## src/shared/bxe_pkg.sv

```systemverilog
// constants and types for the boolean and external move executor
// How it works
// - external data reached only through indirect pointers
// - wide pointer drives high byte on port 2
// - each external data move takes two cycles
// - accumulator is sole source or destination
// - data strobes active only during external moves
// - table reads use program store strobe only
// - data pointer table read fetches at acc+dptr
// - counter table read fetches at acc+next pc
// - bit addresses below 80 map to ram
// - 128 ram bits plus 40 register bits (status word and four port latches)
// - bit operands use direct bit address only
// - every port line is bit addressable
// - carry is the one-bit accumulator, writable by bit address too
// - move set clear complement and or on bits
// - no exclusive-or among the bit operations
// - bit jumps branch on one or zero
// - test-and-clear jump clears bit when taken
// - status word bits usable as jump operands
// - relative offset added as signed value
// - jump span -128 to +127 from next byte
`default_nettype none
package bxe_pkg;
    localparam int unsigned CLK_HZ          = 40000000;
    localparam int unsigned OSC_PER_MCYCLE  = 12;
    localparam int unsigned OSC_HZ          = 12000000;
    // machine cycle at 1 MHz -> 40 clocks
    localparam int unsigned MCYCLE_CLKS     = CLK_HZ / (OSC_HZ / OSC_PER_MCYCLE);
    localparam int unsigned XMOVE_MCYCLES   = 2;
    localparam logic [7:0]  RAM_BIT_BASE    = 8'h20;
    localparam logic [7:0]  SFR_BIT_SPLIT   = 8'h80;
    localparam logic [7:0]  PSW_ADDR        = 8'hd0;
    localparam int unsigned CARRY_POS       = 7;
    localparam logic [7:0]  P0_ADDR         = 8'h80;
    localparam logic [7:0]  P1_ADDR         = 8'h90;
    localparam logic [7:0]  P2_ADDR         = 8'ha0;
    localparam logic [7:0]  P3_ADDR         = 8'hb0;
    localparam logic [7:0]  ACC_RESET       = 8'h00;
    localparam logic [7:0]  PSW_RESET       = 8'h00;
    localparam logic [7:0]  PORT_RESET      = 8'hff;

    typedef enum logic [4:0] {
        BXE_NOP,
        BXE_XRD_PTR8, BXE_XWR_PTR8, BXE_XRD_PTR16, BXE_XWR_PTR16,
        BXE_CRD_DPTR, BXE_CRD_PC,
        BXE_AND_C, BXE_ANDN_C, BXE_OR_C, BXE_ORN_C,
        BXE_MOV_C_BIT, BXE_MOV_BIT_C,
        BXE_CLR_C, BXE_CLR_BIT, BXE_SET_C, BXE_SET_BIT,
        BXE_CPL_C, BXE_CPL_BIT,
        BXE_JC, BXE_JNC, BXE_JB, BXE_JNB, BXE_JBC
    } bxe_op_t;
endpackage
`default_nettype wire

```

## src/shared/bxe_bus_if.sv

```systemverilog
// bit address, bit data and port latch bundle between executor and bit store
`default_nettype none
interface bxe_bus_if;
    logic [7:0] bit_addr;
    logic       bit_we;
    logic       bit_wdata;
    logic       bit_rdata;
    logic [7:0] program_status_word;
    logic [7:0] p0;
    logic [7:0] p1;
    logic [7:0] p2;
    logic [7:0] p3;
    modport exec (output bit_addr, bit_we, bit_wdata, input bit_rdata, program_status_word, p0, p1, p2, p3);
    modport store (input bit_addr, bit_we, bit_wdata, output bit_rdata, program_status_word, p0, p1, p2, p3);
endinterface
`default_nettype wire

```

## src/hdl/bxe_bit_store.sv

```systemverilog
// bit-addressable ram, status word and port latches
`default_nettype none
module bxe_bit_store (
    input  wire logic clk,
    input  wire logic resetn,
    bxe_bus_if.store  bus
);
    logic [127:0] ram_bits;
    logic [7:0]   program_status_word;
    logic [7:0]   port [4];
    logic         rd;
    logic [2:0]   pidx;

    function automatic logic is_sfr(input logic [7:0] a);
        return a >= bxe_pkg::SFR_BIT_SPLIT;
    endfunction

    // port index for sfr bit address, 4 = not a port
    function automatic logic [2:0] port_idx(input logic [7:0] a);
        unique case ({a[7:3], 3'h0})
            bxe_pkg::P0_ADDR: port_idx = 3'h0;
            bxe_pkg::P1_ADDR: port_idx = 3'h1;
            bxe_pkg::P2_ADDR: port_idx = 3'h2;
            bxe_pkg::P3_ADDR: port_idx = 3'h3;
            default:          port_idx = 3'h4;
        endcase
    endfunction

    always_ff @(posedge clk or negedge resetn) begin
        if (!resetn) begin
            ram_bits <= '0;
        end else if (bus.bit_we && !is_sfr(bus.bit_addr)) begin
            ram_bits[bus.bit_addr[6:0]] <= bus.bit_wdata;
        end
    end

    always_ff @(posedge clk or negedge resetn) begin
        if (!resetn) begin
            program_status_word <= bxe_pkg::PSW_RESET;
        end else if (bus.bit_we && {bus.bit_addr[7:3], 3'h0} == bxe_pkg::PSW_ADDR) begin
            program_status_word[bus.bit_addr[2:0]] <= bus.bit_wdata;
        end
    end

    for (genvar g = 0; g < 4; g++) begin : g_port
        always_ff @(posedge clk or negedge resetn) begin
            if (!resetn) begin
                port[g] <= bxe_pkg::PORT_RESET;
            end else if (bus.bit_we && port_idx(bus.bit_addr) == 3'(g)) begin
                port[g][bus.bit_addr[2:0]] <= bus.bit_wdata;
            end
        end
    end

    assign pidx = port_idx(bus.bit_addr);

    always_comb begin
        rd = 1'b0;
        if (!is_sfr(bus.bit_addr)) begin
            rd = ram_bits[bus.bit_addr[6:0]];
        end else if ({bus.bit_addr[7:3], 3'h0} == bxe_pkg::PSW_ADDR) begin
            rd = program_status_word[bus.bit_addr[2:0]];
        end else if (pidx != 3'h4) begin
            rd = port[pidx[1:0]][bus.bit_addr[2:0]];
        end
    end

    assign bus.bit_rdata = rd;
    assign bus.program_status_word = program_status_word;
    assign bus.p0  = port[0];
    assign bus.p1  = port[1];
    assign bus.p2  = port[2];
    assign bus.p3  = port[3];
endmodule
`default_nettype wire

```

## src/hdl/bxe_exec.sv

```systemverilog
// executes external moves, table reads, bit ops and bit jumps
`default_nettype none
module bxe_exec #(
    parameter int unsigned MCYCLE_CLKS = bxe_pkg::MCYCLE_CLKS
) (
    input  wire logic                 clk,
    input  wire logic                 resetn,
    input  wire logic                 start,
    input  wire bxe_pkg::bxe_op_t     op,
    input  wire logic [7:0]           bit_addr,
    input  wire logic [7:0]           rel,
    input  wire logic                 ptr_sel,
    input  wire logic [7:0]           r0,
    input  wire logic [7:0]           r1,
    input  wire logic [15:0]          dptr,
    input  wire logic [15:0]          pc_next,
    input  wire logic [7:0]           acc_load,
    input  wire logic                 acc_load_en,
    input  wire logic [7:0]           ext_din,
    input  wire logic [7:0]           code_din,
    output logic                      busy,
    output logic                      done,
    output logic [15:0]               pc_out,
    output logic                      pc_load,
    output logic [7:0]                acc,
    output logic                      carry,
    output logic [7:0]                p0_out,
    output logic [7:0]                p0_oe,
    output logic [7:0]                p1_out,
    output logic [7:0]                p2_out,
    output logic                      p2_addr_mode,
    output logic [7:0]                p3_out,
    output logic [15:0]               ext_addr,
    output logic                      ext_rd_n,
    output logic                      ext_wr_n,
    output logic                      program_store_strobe_n,
    output logic [7:0]                ext_dout
);
    if (MCYCLE_CLKS < 2) begin : g_bad_mcycle
        $error("MCYCLE_CLKS must be at least 2");
    end

    localparam int CW = $clog2(MCYCLE_CLKS + 1);

    typedef enum logic [1:0] {BXE_IDLE, BXE_RUN, BXE_FINISH} bxe_state_t;

    bxe_bus_if bus ();
    bxe_bit_store u_store (
        .clk    (clk),
        .resetn (resetn),
        .bus    (bus)
    );

    bxe_state_t       state;
    bxe_pkg::bxe_op_t cur_op;
    logic [CW-1:0]    clk_cnt;
    logic [1:0]       mcyc;
    logic [1:0]       mcyc_need;
    logic             mtick;
    logic [7:0]       cur_bit;
    logic [7:0]       cur_rel;
    logic [15:0]      cur_addr;
    logic             bit_val;

    function automatic logic is_xmove(input bxe_pkg::bxe_op_t o);
        return o inside {bxe_pkg::BXE_XRD_PTR8, bxe_pkg::BXE_XWR_PTR8,
                         bxe_pkg::BXE_XRD_PTR16, bxe_pkg::BXE_XWR_PTR16};
    endfunction

    function automatic logic is_xwrite(input bxe_pkg::bxe_op_t o);
        return o inside {bxe_pkg::BXE_XWR_PTR8, bxe_pkg::BXE_XWR_PTR16};
    endfunction

    // one or two machine cycles per operation
    function automatic logic [1:0] cycles_of(input bxe_pkg::bxe_op_t o);
        unique case (o)
            bxe_pkg::BXE_MOV_C_BIT, bxe_pkg::BXE_CLR_C, bxe_pkg::BXE_CLR_BIT,
            bxe_pkg::BXE_SET_C, bxe_pkg::BXE_SET_BIT, bxe_pkg::BXE_CPL_C,
            bxe_pkg::BXE_CPL_BIT, bxe_pkg::BXE_NOP: cycles_of = 2'd1;
            default: cycles_of = 2'(bxe_pkg::XMOVE_MCYCLES);
        endcase
    endfunction

    // direct bit address only; carry via psw bit address
    assign bus.bit_addr = (state == BXE_IDLE) ? bit_addr : cur_bit;
    assign bit_val = bus.bit_rdata;

    // machine cycle divider, 12 oscillator periods each
    always_ff @(posedge clk or negedge resetn) begin
        if (!resetn) begin
            clk_cnt <= '0;
        end else if (state != BXE_RUN || mtick) begin
            clk_cnt <= '0;
        end else begin
            clk_cnt <= clk_cnt + CW'(1);
        end
    end
    assign mtick = (state == BXE_RUN) && (clk_cnt == CW'(MCYCLE_CLKS - 1));

    always_ff @(posedge clk or negedge resetn) begin
        if (!resetn) begin
            state     <= BXE_IDLE;
            cur_op    <= bxe_pkg::BXE_NOP;
            cur_bit   <= '0;
            cur_rel   <= '0;
            mcyc      <= '0;
            mcyc_need <= 2'd1;
        end else begin
            unique case (state)
                BXE_IDLE: if (start) begin
                    state     <= BXE_RUN;
                    cur_op    <= op;
                    cur_bit   <= bit_addr;
                    cur_rel   <= rel;
                    mcyc      <= '0;
                    mcyc_need <= cycles_of(op);
                end
                BXE_RUN: if (mtick) begin
                    mcyc <= mcyc + 2'd1;
                    if (mcyc + 2'd1 == mcyc_need) state <= BXE_FINISH;
                end
                BXE_FINISH: state <= BXE_IDLE;
            endcase
        end
    end

    // operand address latch; pointer forms and table reads
    always_ff @(posedge clk or negedge resetn) begin
        if (!resetn) begin
            cur_addr <= '0;
        end else if (state == BXE_IDLE && start) begin
            unique case (op)
                bxe_pkg::BXE_XRD_PTR8, bxe_pkg::BXE_XWR_PTR8:
                    cur_addr <= {8'h00, ptr_sel ? r1 : r0};
                bxe_pkg::BXE_XRD_PTR16, bxe_pkg::BXE_XWR_PTR16:
                    cur_addr <= dptr;
                bxe_pkg::BXE_CRD_DPTR: cur_addr <= dptr + {8'h00, acc};
                bxe_pkg::BXE_CRD_PC:   cur_addr <= pc_next + {8'h00, acc};
                default:               cur_addr <= cur_addr;
            endcase
        end
    end

    // external bus strobes and address
    always_ff @(posedge clk or negedge resetn) begin
        if (!resetn) begin
            ext_addr               <= '0;
            ext_rd_n               <= 1'b1;
            ext_wr_n               <= 1'b1;
            program_store_strobe_n <= 1'b1;
            ext_dout               <= '0;
            p2_addr_mode           <= 1'b0;
        end else begin
            ext_addr <= cur_addr;
            // strobes only inside external moves
            ext_rd_n <= !(state == BXE_RUN && is_xmove(cur_op) && !is_xwrite(cur_op));
            ext_wr_n <= !(state == BXE_RUN && is_xwrite(cur_op));
            // table reads are read-only, strobed by program store
            program_store_strobe_n <= !(state == BXE_RUN &&
                (cur_op == bxe_pkg::BXE_CRD_DPTR || cur_op == bxe_pkg::BXE_CRD_PC));
            ext_dout <= acc;
            // wide pointer claims all of port 2
            p2_addr_mode <= state == BXE_RUN &&
                (cur_op inside {bxe_pkg::BXE_XRD_PTR16, bxe_pkg::BXE_XWR_PTR16,
                                bxe_pkg::BXE_CRD_DPTR, bxe_pkg::BXE_CRD_PC});
        end
    end

    // accumulator: sole destination of external and table reads
    always_ff @(posedge clk or negedge resetn) begin
        if (!resetn) begin
            acc <= bxe_pkg::ACC_RESET;
        end else if (state == BXE_FINISH && cur_op inside
                     {bxe_pkg::BXE_XRD_PTR8, bxe_pkg::BXE_XRD_PTR16}) begin
            acc <= ext_din;
        end else if (state == BXE_FINISH && cur_op inside
                     {bxe_pkg::BXE_CRD_DPTR, bxe_pkg::BXE_CRD_PC}) begin
            acc <= code_din;
        end else if (state == BXE_IDLE && acc_load_en) begin
            acc <= acc_load;
        end
    end

    // bit write-back through the store; a write to psw bit 7 also loads carry
    always_comb begin
        bus.bit_we    = 1'b0;
        bus.bit_wdata = 1'b0;
        if (state == BXE_FINISH) begin
            unique case (cur_op)
                bxe_pkg::BXE_MOV_BIT_C: begin
                    bus.bit_we = 1'b1; bus.bit_wdata = carry;
                end
                bxe_pkg::BXE_CLR_BIT: begin
                    bus.bit_we = 1'b1; bus.bit_wdata = 1'b0;
                end
                bxe_pkg::BXE_SET_BIT: begin
                    bus.bit_we = 1'b1; bus.bit_wdata = 1'b1;
                end
                bxe_pkg::BXE_CPL_BIT: begin
                    bus.bit_we = 1'b1; bus.bit_wdata = !bit_val;
                end
                bxe_pkg::BXE_JBC: begin
                    bus.bit_we = bit_val; bus.bit_wdata = 1'b0;
                end
                default: ;
            endcase
        end
    end

    // carry as the one-bit accumulator; no exclusive-or form
    always_ff @(posedge clk or negedge resetn) begin
        if (!resetn) begin
            carry <= 1'b0;
        end else if (bus.bit_we && bus.bit_addr == (bxe_pkg::PSW_ADDR | 8'(bxe_pkg::CARRY_POS))) begin
            carry <= bus.bit_wdata;
        end else if (state == BXE_FINISH) begin
            unique case (cur_op)
                bxe_pkg::BXE_AND_C:     carry <= carry & bit_val;
                bxe_pkg::BXE_ANDN_C:    carry <= carry & !bit_val;
                bxe_pkg::BXE_OR_C:      carry <= carry | bit_val;
                bxe_pkg::BXE_ORN_C:     carry <= carry | !bit_val;
                bxe_pkg::BXE_MOV_C_BIT: carry <= bit_val;
                bxe_pkg::BXE_CLR_C:     carry <= 1'b0;
                bxe_pkg::BXE_SET_C:     carry <= 1'b1;
                bxe_pkg::BXE_CPL_C:     carry <= !carry;
                default:                carry <= carry;
            endcase
        end
    end

    // bit-test jumps with signed relative offset
    always_ff @(posedge clk or negedge resetn) begin
        if (!resetn) begin
            pc_out  <= '0;
            pc_load <= 1'b0;
        end else begin
            pc_load <= 1'b0;
            if (state == BXE_FINISH) begin
                pc_out <= pc_next + {{8{cur_rel[7]}}, cur_rel};
                unique case (cur_op)
                    bxe_pkg::BXE_JC:  pc_load <= carry;
                    bxe_pkg::BXE_JNC: pc_load <= !carry;
                    bxe_pkg::BXE_JB, bxe_pkg::BXE_JBC: pc_load <= bit_val;
                    bxe_pkg::BXE_JNB: pc_load <= !bit_val;
                    default:          pc_load <= 1'b0;
                endcase
            end
        end
    end

    always_ff @(posedge clk or negedge resetn) begin
        if (!resetn) begin
            busy   <= 1'b0;
            done   <= 1'b0;
            p0_out <= bxe_pkg::PORT_RESET;
            p0_oe  <= '0;
            p1_out <= bxe_pkg::PORT_RESET;
            p2_out <= bxe_pkg::PORT_RESET;
            p3_out <= bxe_pkg::PORT_RESET;
        end else begin
            busy   <= (state == BXE_IDLE) ? start : (state == BXE_RUN);
            done   <= state == BXE_FINISH;
            p0_out <= bus.p0;
            p0_oe  <= (state == BXE_RUN && is_xwrite(cur_op)) ? 8'hff : 8'h00;
            p1_out <= bus.p1;
            // address high byte replaces the latch during wide accesses
            p2_out <= (state == BXE_RUN &&
                (cur_op inside {bxe_pkg::BXE_XRD_PTR16, bxe_pkg::BXE_XWR_PTR16,
                                bxe_pkg::BXE_CRD_DPTR, bxe_pkg::BXE_CRD_PC}))
                      ? cur_addr[15:8] : bus.p2;
            p3_out <= bus.p3;
        end
    end
endmodule
`default_nettype wire

```

## config.mk

```make
export PLATFORM = sky130hd
export DESIGN_NAME = bxe_exec
export DESIGN_NICKNAME = d
export VERILOG_FILES = /design/src/shared/bxe_pkg.sv /design/src/shared/bxe_bus_if.sv /design/src/hdl/bxe_bit_store.sv /design/src/hdl/bxe_exec.sv
export SDC_FILE = /design/constraint.sdc
export NUM_CORES = 1
export LEC_CHECK = 0
export ABC_AREA = 1
export BUFFER_PORTS_ARGS = -buffer_cell sky130_fd_sc_hd__buf_4
export CAP_MARGIN = 20
export CORE_MARGIN = 2
export CORE_UTILIZATION = 40
export CTS_CLUSTER_DIAMETER = 40
export DETAILED_ROUTE_END_ITERATION = 6
export GPL_ROUTABILITY_DRIVEN = 0
export SETUP_SLACK_MARGIN = 0.15
export SYNTH_ARGS = -nofsm -noshare
export SYNTH_HDL_FRONTEND = slang
export SYNTH_SLANG_ARGS = --single-unit
```

## constraint.sdc

```tcl
create_clock -name clk -period 4.5 [get_ports clk]
set_clock_uncertainty 0.1 [all_clocks]
set_input_delay 0.9 -clock clk [delete_from_list [all_inputs] [get_ports clk]]
set_output_delay 0.9 -clock clk [all_outputs]
set_load 0.01 [all_outputs]
```

After elaboration in Yosys (flattened, before gate mapping):

Memories as Yosys holds them, arrays and structs flattened. A register that Yosys moved wholly into a read port is not among the register bits.
Cells that the tools add are included.

* bits in registers: 311
* bits in read-only memories: 64
* bits of input ports: 98
* output and inout bits: 96
* memories kept: 1

* add/sub/neg operators: 5
* $lt $le $gt $ge: 6
* eq/ne operators: 47
* muxes and demuxes: 49
* bitwise gates (word level): 5
* reduce and logical (&&, ||, !) cells: 50

Memories
* (name not given): words 32, bits a word 2, rd ports 1, clocked after Yosys merged registers in 1, wr ports 0, line bxe_exec.sv:76 `unique case (o)`

Operator list (count)
* $bwmux W128: 1
* $mux W8: 9
* $eq A5 B5 Y1 const B: 13
* $pmux W16 S4: 1
* $bwmux W8: 5
* $eq A5 B4 Y1 const B: 8
* $eq A5 B3 Y1 const B: 7
* $add A16 B8 Y16: 2
* $eq A5 B2 Y1 const B: 4
* $logic_and A1 B1 Y1: 19
* $add A16 B16 Y16: 1
* $bmux W8 S2: 1
* $mux W1: 14
* $pmux W3 S4: 1
* $reduce_bool A4 Y1: 3
* $eq A5 B1 Y1 const B: 2
* $mux W2: 5
* $reduce_bool A2 Y1: 5
* $reduce_bool A9 Y1: 1
* $eq A8 B8 Y1 const B: 1
* $ge A8 B8 Y1 const B: 1
* $logic_not A1 Y1: 8
* $lt A7 B8 Y1 const B: 1
* $pmux W1 S8: 1
* other kinds (36): 48

Logic depth before layout (Yosys ltp):

Gate-level depths: netlist (run 1).

* depth in word-level cells: 18
* gate-level depth with buffers: 30
* mapped depth without buffers: 27

Modules after synthesis:

Synthesis (run 1) repeated with hierarchy kept, for this count alone.

* cell total of the unflattened synthesis: 2009
* area total of the unflattened synthesis: 16036.6 sq um

Modules (own cells, without submodules)
* bxe_bit_store: instances 1, cells each 1132, area each 8745.9 sq um, seq. area each 4244.1 sq um
* bxe_exec: instances 1, cells each 877, area each 7290.7 sq um, seq. area each 3498.4 sq um

Least setup slack after synthesis (run 1):

Ideal clock, no wire load.

* path type: input-to-reg
* from: input port op[1]
* to: register cur_addr[12]
* arrival: 3.952 ns
* data required time: 4.323 ns
* slack: 0.371 ns
* stages: 26
* buffers on the path: 2
* cell sequence: inv_1 -> nor2_1 -> nand3_1 -> buf_1 -> clkbuf_1 -> mux2_2 -> ha_1 -> inv_1 -> fa_1 -> inv_1 -> a21oi_1 -> o21ai_0 -> nand2_1 -> nand2_1 -> a21oi_1 -> nor2_1 -> o21ai_0 -> nand2_1 -> nand2_1 -> inv_1 -> nand2_1 -> nor2_1 -> inv_1 -> o21ai_0 -> nand3_1 -> a21oi_1

* word-level cells in the longest chain between the ends: 4

Ends and longest elaborated chain
* start: declaration: line bxe_exec.sv:9 `input wire bxe_pkg::bxe_op_t op,`
* $eq A5 B2 Y1 (tied with other cells): line bxe_exec.sv:132 `unique case (op)`
* $reduce_or A2 Y1: line bxe_exec.sv:132
* $reduce_bool A4 Y1 (no source line)
* $reduce_and A2 Y1 (no source line)
* end signal: assignment: line bxe_exec.sv:134 `cur_addr <= {8'h00, ptr_sel ? r1 : r0};`
* end signal: assignment: line bxe_exec.sv:136 `cur_addr <= dptr;`
* end signal: assignment: line bxe_exec.sv:137 `bxe_pkg::BXE_CRD_DPTR: cur_addr <= dptr + {8'h00, acc};`
* end: declaration: line bxe_exec.sv:62 `logic [15:0] cur_addr;`

Several ways; a longest one is shown, not always the timed one.
A chain may end at the register's enable or synchronous reset.

Final worst setup path (run 1):

* from: register state[1]
* to: register u_store.ram_bits[26]

* word-level cells in the longest chain between the ends: 17

Ends and longest elaborated chain
* start: declaration: line bxe_exec.sv:54 `bxe_state_t state;`
* start signal: assignment: line bxe_exec.sv:102 `state <= BXE_IDLE;`
* start signal: assignment: line bxe_exec.sv:111 `state <= BXE_RUN;`
* start signal: assignment: line bxe_exec.sv:120 `if (mcyc + 2'd1 == mcyc_need) state <= BXE_FINISH;`
* $logic_not A2 Y1: line bxe_exec.sv:85 `assign bus.bit_addr = (state == BXE_IDLE) ? bit_addr : cur_bit;`
* $mux W8: line bxe_exec.sv:85
* $eq A5 B5 Y1: line bxe_bit_store.sv:20 `unique case ({a[7:3], 3'h0})`
* $pmux W3 S4: line bxe_bit_store.sv:20
* $not A2 Y3 (not written as such): line bxe_bit_store.sv:64 `rd = port[pidx[1:0]][bus.bit_addr[2:0]];`
* $bmux W8 S2: line bxe_bit_store.sv:64
* $mux W8 (not written as such) (2 in series): line bxe_bit_store.sv:64
* $bmux W1 S3: line bxe_bit_store.sv:64
* $mux W1 (not written as such): line bxe_bit_store.sv:64
* $mux W1: line bxe_bit_store.sv:63 `end else if (pidx != 3'h4) begin`
* $mux W1: line bxe_bit_store.sv:61 `end else if ({bus.bit_addr[7:3], 3'h0} == bxe_pkg::PSW_ADDR) begin`
* $mux W1: line bxe_bit_store.sv:59 `if (!is_sfr(bus.bit_addr)) begin`
* $logic_not A1 Y1: line bxe_exec.sv:200 `bus.bit_we = 1'b1; bus.bit_wdata = !bit_val;`
* $pmux W1 S3: line bxe_exec.sv:189 `unique case (cur_op)`
* $mux W1: line bxe_exec.sv:188 `if (state == BXE_FINISH) begin`
* $bwmux W128: line bxe_bit_store.sv:33 `ram_bits[bus.bit_addr[6:0]] <= bus.bit_wdata;`
* end signal: indexed assignment: line bxe_bit_store.sv:33
* end: declaration: line bxe_bit_store.sv:8 `logic [127:0] ram_bits;`

Several ways; a longest one is shown, not always the timed one. The select of a mux whose other input is x is not followed.

==> results of run 1 <==
==> cells in the mapped netlist (all sizes together), types with 3 or more instances <==
master	instances	area share, %
xnor2	4	0.22
mux2	7	0.49
dfrtp	238	37
ha	27	2.1
mux2i	4	0.25
a21o	5	0.23
xor2	11	0.60
o21bai	5	0.26
a41oi	7	0.38
buf	49	2.3
nand3b	8	0.37
nor3	13	0.47
clkinv	5	0.12
o211ai	17	0.79
o21ai	234	7.4
nor4	3	0.12
a21oi	47	1.5
o31ai	6	0.28
dfstp	68	11
nor2	125	3.1
nand2	807	19
inv	128	3.0
nand4	6	0.23
clkbuf	52	1.2
nand3	197	6.1
==> power groups by stage <==
| stage | combinational (µW) | sequential (µW) | clock, µW |
|---|---|---|---|
| 2_1_floorplan | 2640 | 3580 | 0 |
| 3_3_place_gp | 4550 | 3570 | 0 |
| 3_5_place_dp | 4580 | 3570 | 0 |
| 4_1_cts | 4600 | 3540 | 4060 |
| 5_1_grt | 5090 | 3590 | 4190 |
| 6_report | 4700 | 3530 | 3990 |
==> metal layers <==
metal	up-vias	track usage (%)	wire [µm]	part of all wire, %
met1	7046	32.3	21900	45
li1	7206	-	-	-
met2	455	37.1	22200	45
met5	-	0	33	0.067
met3	93	5.95	3510	7.2
met4	4	6.86	1250	2.6
==> registers in the layout, indices dropped and copies added (netlist names), 2 cells and up <==
register / count
mcyc_need: 2
cur_rel: 8
cur_bit: 8
p3_out: 8
u_store.bus.p3: 8
pc_out: 16
clk_cnt: 6
ext_dout: 8
p0_out: 8
u_store.ram_bits: 128
u_store.bus.program_status_word: 8
mcyc: 2
u_store.bus.p1: 8
p1_out: 8
p2_out: 8
ext_addr: 16
cur_op: 5
cur_addr: 16
u_store.bus.p2: 8
u_store.bus.p0: 8
state: 2
acc: 8
==> repair_timing <==
action                                 CTS  global route
setup endpoints to repair                0           144
gates resized for setup                  0             5
setup buffers                            0             2
endpoints found under the hold margin    0             0
==> cell type report <==
cell class / instances / area, µm²
well taps: 525 / 657
clock buffers: 62 / 1370
fillers: 3807 / 19800
flip-flops and latches: 306 / 7740
repair buffers: 243 / 2020
inverters: 133 / 500
multi-input cells: 1552 / 7290
clock inverters: 26 / 367
==> cells in the final DEF (no fill, tap or decap), drive strengths merged, types with 7 or more instances in the layout <==
| cell | Yosys | routed |
|---|---|---|
| a21oi | 47 | 47 |
| a41oi | 7 | 7 |
| buf | 49 | 242 |
| bufinv | 0 | 8 |
| clkbuf | 52 | 63 |
| clkinv | 5 | 12 |
| dfrtp | 238 | 238 |
| dfstp | 68 | 68 |
| ha | 27 | 27 |
| inv | 128 | 136 |
| mux2 | 7 | 7 |
| nand2 | 807 | 807 |
| nand3 | 197 | 197 |
| nand3b | 8 | 8 |
| nor2 | 125 | 125 |
| nor3 | 13 | 13 |
| o211ai | 17 | 17 |
| o21ai | 234 | 234 |
| xor2 | 11 | 11 |
==> worst max-delay path: stages (launching register included) <==
cell and delay (ns):
dfrtp_1 0.38, inv_1 0.10, ha_1 0.32, buf_4 0.25
nand2_1 0.08, o21ai_2 0.17, nand2_1 0.27, nor3_1 0.31
buf_4 0.19, nand2_1 0.04, nand2_1 0.08, nor2_1 0.04
nor2_1 0.09, nor2_1 0.05, nand3_1 0.10, nand2_1 0.08
nand2_2 0.10, nand2_2 0.07, buf_4 0.16, o21bai_2 0.19
nand2_4 0.21, buf_12 0.31, o21ai_1 0.21
==> final timing paths <==
check / endpoint / cells after the start
setup / recovery: u_store.ram_bits[26]$_DFFE_PN0P_ / 22
hold / removal: u_store.ram_bits[65]$_DFFE_PN0P_ / 1
setup reg to reg: u_store.ram_bits[26]$_DFFE_PN0P_ / 22
hold reg to reg: ext_addr[4]$_DFF_PN0_ / 0
max in group asynchronous: u_store.ram_bits[55]$_DFFE_PN0P_ / 2
min in group clk: ext_addr[4]$_DFF_PN0_ / 0
==> cell families after synthesis <==
family	count (synthesis)
flip-flops	306
AND/OR/NAND/NOR	1161
buffers and inverters	234
XOR/XNOR	15
adder cells (fa/ha/maj)	29
multiplexers	11
AO/OA/AOI/OAI	336
==> per-stage QoR <==
step                      util, %  power (µW)
after floorplan                 -        6210
after global placement       45.7        8110
after detailed placement     45.7        8150
after CTS                    50.0       12200
after global routing         50.2       12900
final                        50.2       12200
==> metrics.txt, run 1 <==
post-DP HPWL=32900 µm; Fmax achieved=247 MHz; switching part of the total=40.5%; max cap viols=0; CTS Buf Count=48; DP Area=0.0181 mm²; Pre-Repair DR Iteration Count=5; mux cell area share after synthesis=0.740%; mapped cell area=0.0161 mm²; Overflow after GRT=0; Synth async-reset ratio=100%; per-cell routed wire length=17.2 µm; clock network fraction of total power=32.7%; worst skew pair latency=0.58 ns; clock sinks=306; complex-gate fraction of the synthesized area=11.5%; ant diodes=0; Layout Nets=2411; layout cell share with drive strength beyond 1=19.3%; dominant combinational cell family by area after synthesis=simple AND/OR/NAND/NOR gates; hold_buf cts=0; synthesized area per cell=7.68 µm²; H-tree depth=2; Slew Limit Fails=0; Final min period=4.05 ns; Fin Setup TNS=0 ns; final instance area=0.0199 mm²; critical path endpoint category=flop; fin cells=2847; core footprint=0.0397 mm²; Flop pwr share=28.9%; sequential share of the synthesized area=48.2%; Worst Setup Start Kind=flop; CP Launch Point=state[1]$_DFFE_PN0P_; Inst Count DP=2756; Final period util=90.0%; Post-synth EDFFs=0; run status=completed; Vias/cell=5.20; Place WS=0.178 ns; initial core utilization=40.4%; vias in the first global route=14289; Hold Path Class=input pin to asynchronous set/reset pin; Int Pwr=7270 µW; Lkg Pwr=0.00946 µW; sw power=4950 µW; Synth Area in Simple Gates=29.8%; die footprint=0.0418 mm²; # rows=73; Worst-Margin Slew=0.954 ns; reg2reg setup slack=0.45 ns; die height=204 µm; most common flop cell mapped by yosys=dfrtp_1; Cells after Synth=2092; synth-to-layout area growth=24.1%; Clock Root Buffer=clkbuf_16; maximum vdd drop=0.421 mV; post-route setup slack=0.451 ns; post-route antenna net violation count=0; final setup violation count=0; Crit path required time=4.87 ns; arrival time at the worst endpoint=4.42 ns; CTS Buffer Depth=3; GR Util All Layers=23.6%; num ports=194; Max-slew headroom=36.0%; Synth Net Count=2219; pin count of the biggest net entering global routing=102; hold slack=0.266 ns; pwr dens=613 mW/mm²; Synth Area in XOR/XNOR=0.818%; critical path peak fanout=85; CP Class=flop to flop; RSZ-0062 raised after global routing=false; Clock transition at path regs=0.06 ns; IO Port Bufs=193; first-pass GRT wire length=77900 µm; Post-Synth Adder-Cell Area=2.35%; Reg2Reg Launch Point=state[1]$_DFFE_PN0P_; CTS tree=done; number of antenna violations at the first check in global routing=2; logic gate share of total power=38.4%; final-report hold violation count=0; Yosys warning count=0; Yosys reg bits=306; initial DRC count=1134; drt drc=0; Routed WL=49000 µm; via count=14804; Die Wd=204 µm; Netlist cell types=52
(Power assumes the default switching activity.)
==> inputs of run 2 (changes only) <==
Settings changed: CORE_UTILIZATION 40 to 42.
==> metrics.txt, run 2 (synthesized netlist as in run 1, its figures left out) <==
run status=completed; FF-to-FF path depth=25 (+14%); Crit path required time=4.85 ns (-0.02 ns); CTS tree=done; Pre-Repair DR Iteration Count=6 (+1); commonest non-fill, non-tap cell in the layout=nand2_1; hold_buf cts=0 (unchanged); clock sinks=306 (unchanged); H-tree depth=2 (unchanged); initial core utilization=42.7% (+2.2 points); ant diodes=0 (unchanged); Fill cells=3617 (-5.0%); final setup violation count=0 (unchanged); reg2reg setup slack=0.48 ns (+0.03 ns); CTS Buffer Depth=3 (unchanged); die height=200 µm (-2.4%); most frequent cells in the layout=nand2_1, dfrtp_1, buf_4, nand3_1, o21ai_1; Fin Setup TNS=0 ns (unchanged); Layout Nets=2405 (-0.25%); initial DRC count=1296 (+14%); Hold Path Class=input pin to asynchronous set/reset pin; Final period util=89.3% (-0.73 points); vias in the first global route=13776 (-3.6%); critical path endpoint category=flop; GR Util All Layers=24.5% (+0.86 points); Inst Count DP=2734 (-0.80%); Largest Register=u_store.ram_bits; Clock transition at path regs=0.05 ns (about the same); maximum vdd drop=0.337 mV (-20%); via count=14660 (-0.97%); max cap viols=0 (unchanged); Final min period=4.02 ns (-0.0326 ns); flip-flop count of the largest register after layout=128 (unchanged); Multi-input gate area=0.00730 mm² (+0.12%); per-cell routed wire length=17.3 µm (+0.54%); number of antenna violations at the first check in global routing=0 (-2); IO Port Bufs=193 (unchanged); core footprint=0.0377 mm² (-5.2%); Vias/cell=5.18 (-0.41%); drt drc=0 (unchanged); fin cells=2831 (-0.56%); CP Launch Point=state[0]$_DFFE_PN0P_; CTS Buf Count=50 (+4.2%); Worst Setup Start Kind=flop; Reg2Reg Launch Point=state[0]$_DFFE_PN0P_; Clock Root Buffer=clkbuf_16; Lkg Pwr=0.00938 µW (-0.83%); Slew Limit Fails=0 (unchanged); post-DP HPWL=32300 µm (-1.9%); num ports=194 (unchanged); final instance area=0.0198 mm² (-0.65%); Max-slew headroom=37.0% (+1.0 points); pwr dens=604 mW/mm² (-1.4%); critical path peak fanout=57 (-33%); Fmax achieved=249 MHz (+0.81%); arrival time at the worst endpoint=4.36 ns (-0.06 ns); CP Class=flop to flop; # rows=71 (-2.7%); RSZ-0062 raised after global routing=false; DP Area=0.0180 mm² (-0.63%); first-pass GRT wire length=76400 µm (-2.0%); worst skew pair latency=0.58 ns (about the same); pin count of the biggest net entering global routing=115 (+13%); post-route antenna net violation count=0 (unchanged); die footprint=0.0398 mm² (-4.7%); r2r endpoint=u_store.ram_bits[23]$_DFFE_PN0P_; final-report hold violation count=0 (unchanged); layout cell share with drive strength beyond 1=19.2% (-0.070 points); Die Wd=200 µm (-2.4%); register area=0.00774 mm² (unchanged); Routed WL=48900 µm (about the same); Worst-Margin Slew=0.939 ns (-0.0151 ns); synth-to-layout area growth=23.3%; Post-CTS Setup Repair Bufs=0 (unchanged); total power=12000 µW (-2.1%); Overflow after GRT=0 (unchanged)
==> run 2: changes by cell type in the layout (fill, tap and decap cells not counted), sizes merged <==
| cell | delta |
|---|---|
| inv | -3 |
| buf | -9 |
| clkinv | +13 |
| clkinvlp | +2 |
| bufinv | -5 |
==> run 2: per-layer routing <==
layer	vias up	wire, µm	track usage (%)
met4	0	1020	6.67
met5	-	0	0
li1	7199	-	-
met3	77	4050	6.04
met1	6842	21800	34.1
met2	542	22100	38.0
==> run 2: layout make-up <==
class,instances,area share (%)
sequential,306,39.1
multi-input combinational,1552,36.9
timing repair buffer,235,9.76
clock buffer,61,6.93
tap,511,3.23
inverter,133,2.54
clock inverter,33,1.62
==> run 2: worst max-delay path by stage <==
stage | to | depth (start not counted)
floorplan | cur_addr[12]$_DFFE_PN0P_ | 26
detailed placement | cur_addr[12]$_DFFE_PN0P_ | 24
global placement | cur_addr[12]$_DFFE_PN0P_ | 26
CTS | u_store.ram_bits[27]$_DFFE_PN0P_ | 28
finish | u_store.ram_bits[23]$_DFFE_PN0P_ | 25
global route | u_store.ram_bits[2]$_DFFE_PN0P_ | 24
==> run 2: power breakdown <==
part | internal [µW] | switching, µW | leakage [µW]
combinational | 1420 | 3200 | 0.00469
clock | 2370 | 1430 | 0.000828
sequential | 3210 | 331 | 0.00386
total | 7000 | 4970 | 0.00938
==> run 2: stage by stage <==
| stage | worst slack [ns] | utilization [%] | hold WS [ns] |
|---|---|---|---|
| 6_report | 0.484 | 52.6 | 0.229 |
| 5_1_grt | 0.184 | 52.6 | 0.243 |
| 4_1_cts | 0.376 | 52.4 | 0.217 |
| 3_5_place_dp | 0.318 | 47.9 | 0.261 |
| 3_3_place_gp | 0.360 | 47.9 | 0.263 |
| 2_1_floorplan | 0.371 | - | 0.254 |
==> run 2: worst max-delay path: stages (launching register included) <==
cell	delay, ns
dfrtp_1	0.40
inv_1	0.09
ha_2	0.24
buf_4	0.23
nand2_2	0.07
nand2_2	0.18
nand2_2	0.09
nor2_4	0.22
nand2_4	0.14
nand2_1	0.08
nand2_1	0.05
o21ai_1	0.14
nand2_1	0.08
nor2_1	0.11
nand3_1	0.11
nand2_1	0.09
nand2_2	0.07
nand2_2	0.14
nand2_2	0.06
nand2_2	0.10
nand2_2	0.11
nor2_4	0.30
buf_12	0.33
nand3_1	0.15
nand2_1	0.09
o21ai_1	0.07
==> run 2: repair_timing <==
item / CTS / global route
hold endpoints to repair: 0 / 0
resized for setup: 0 / 13
endpoints found under the setup margin: 0 / 133
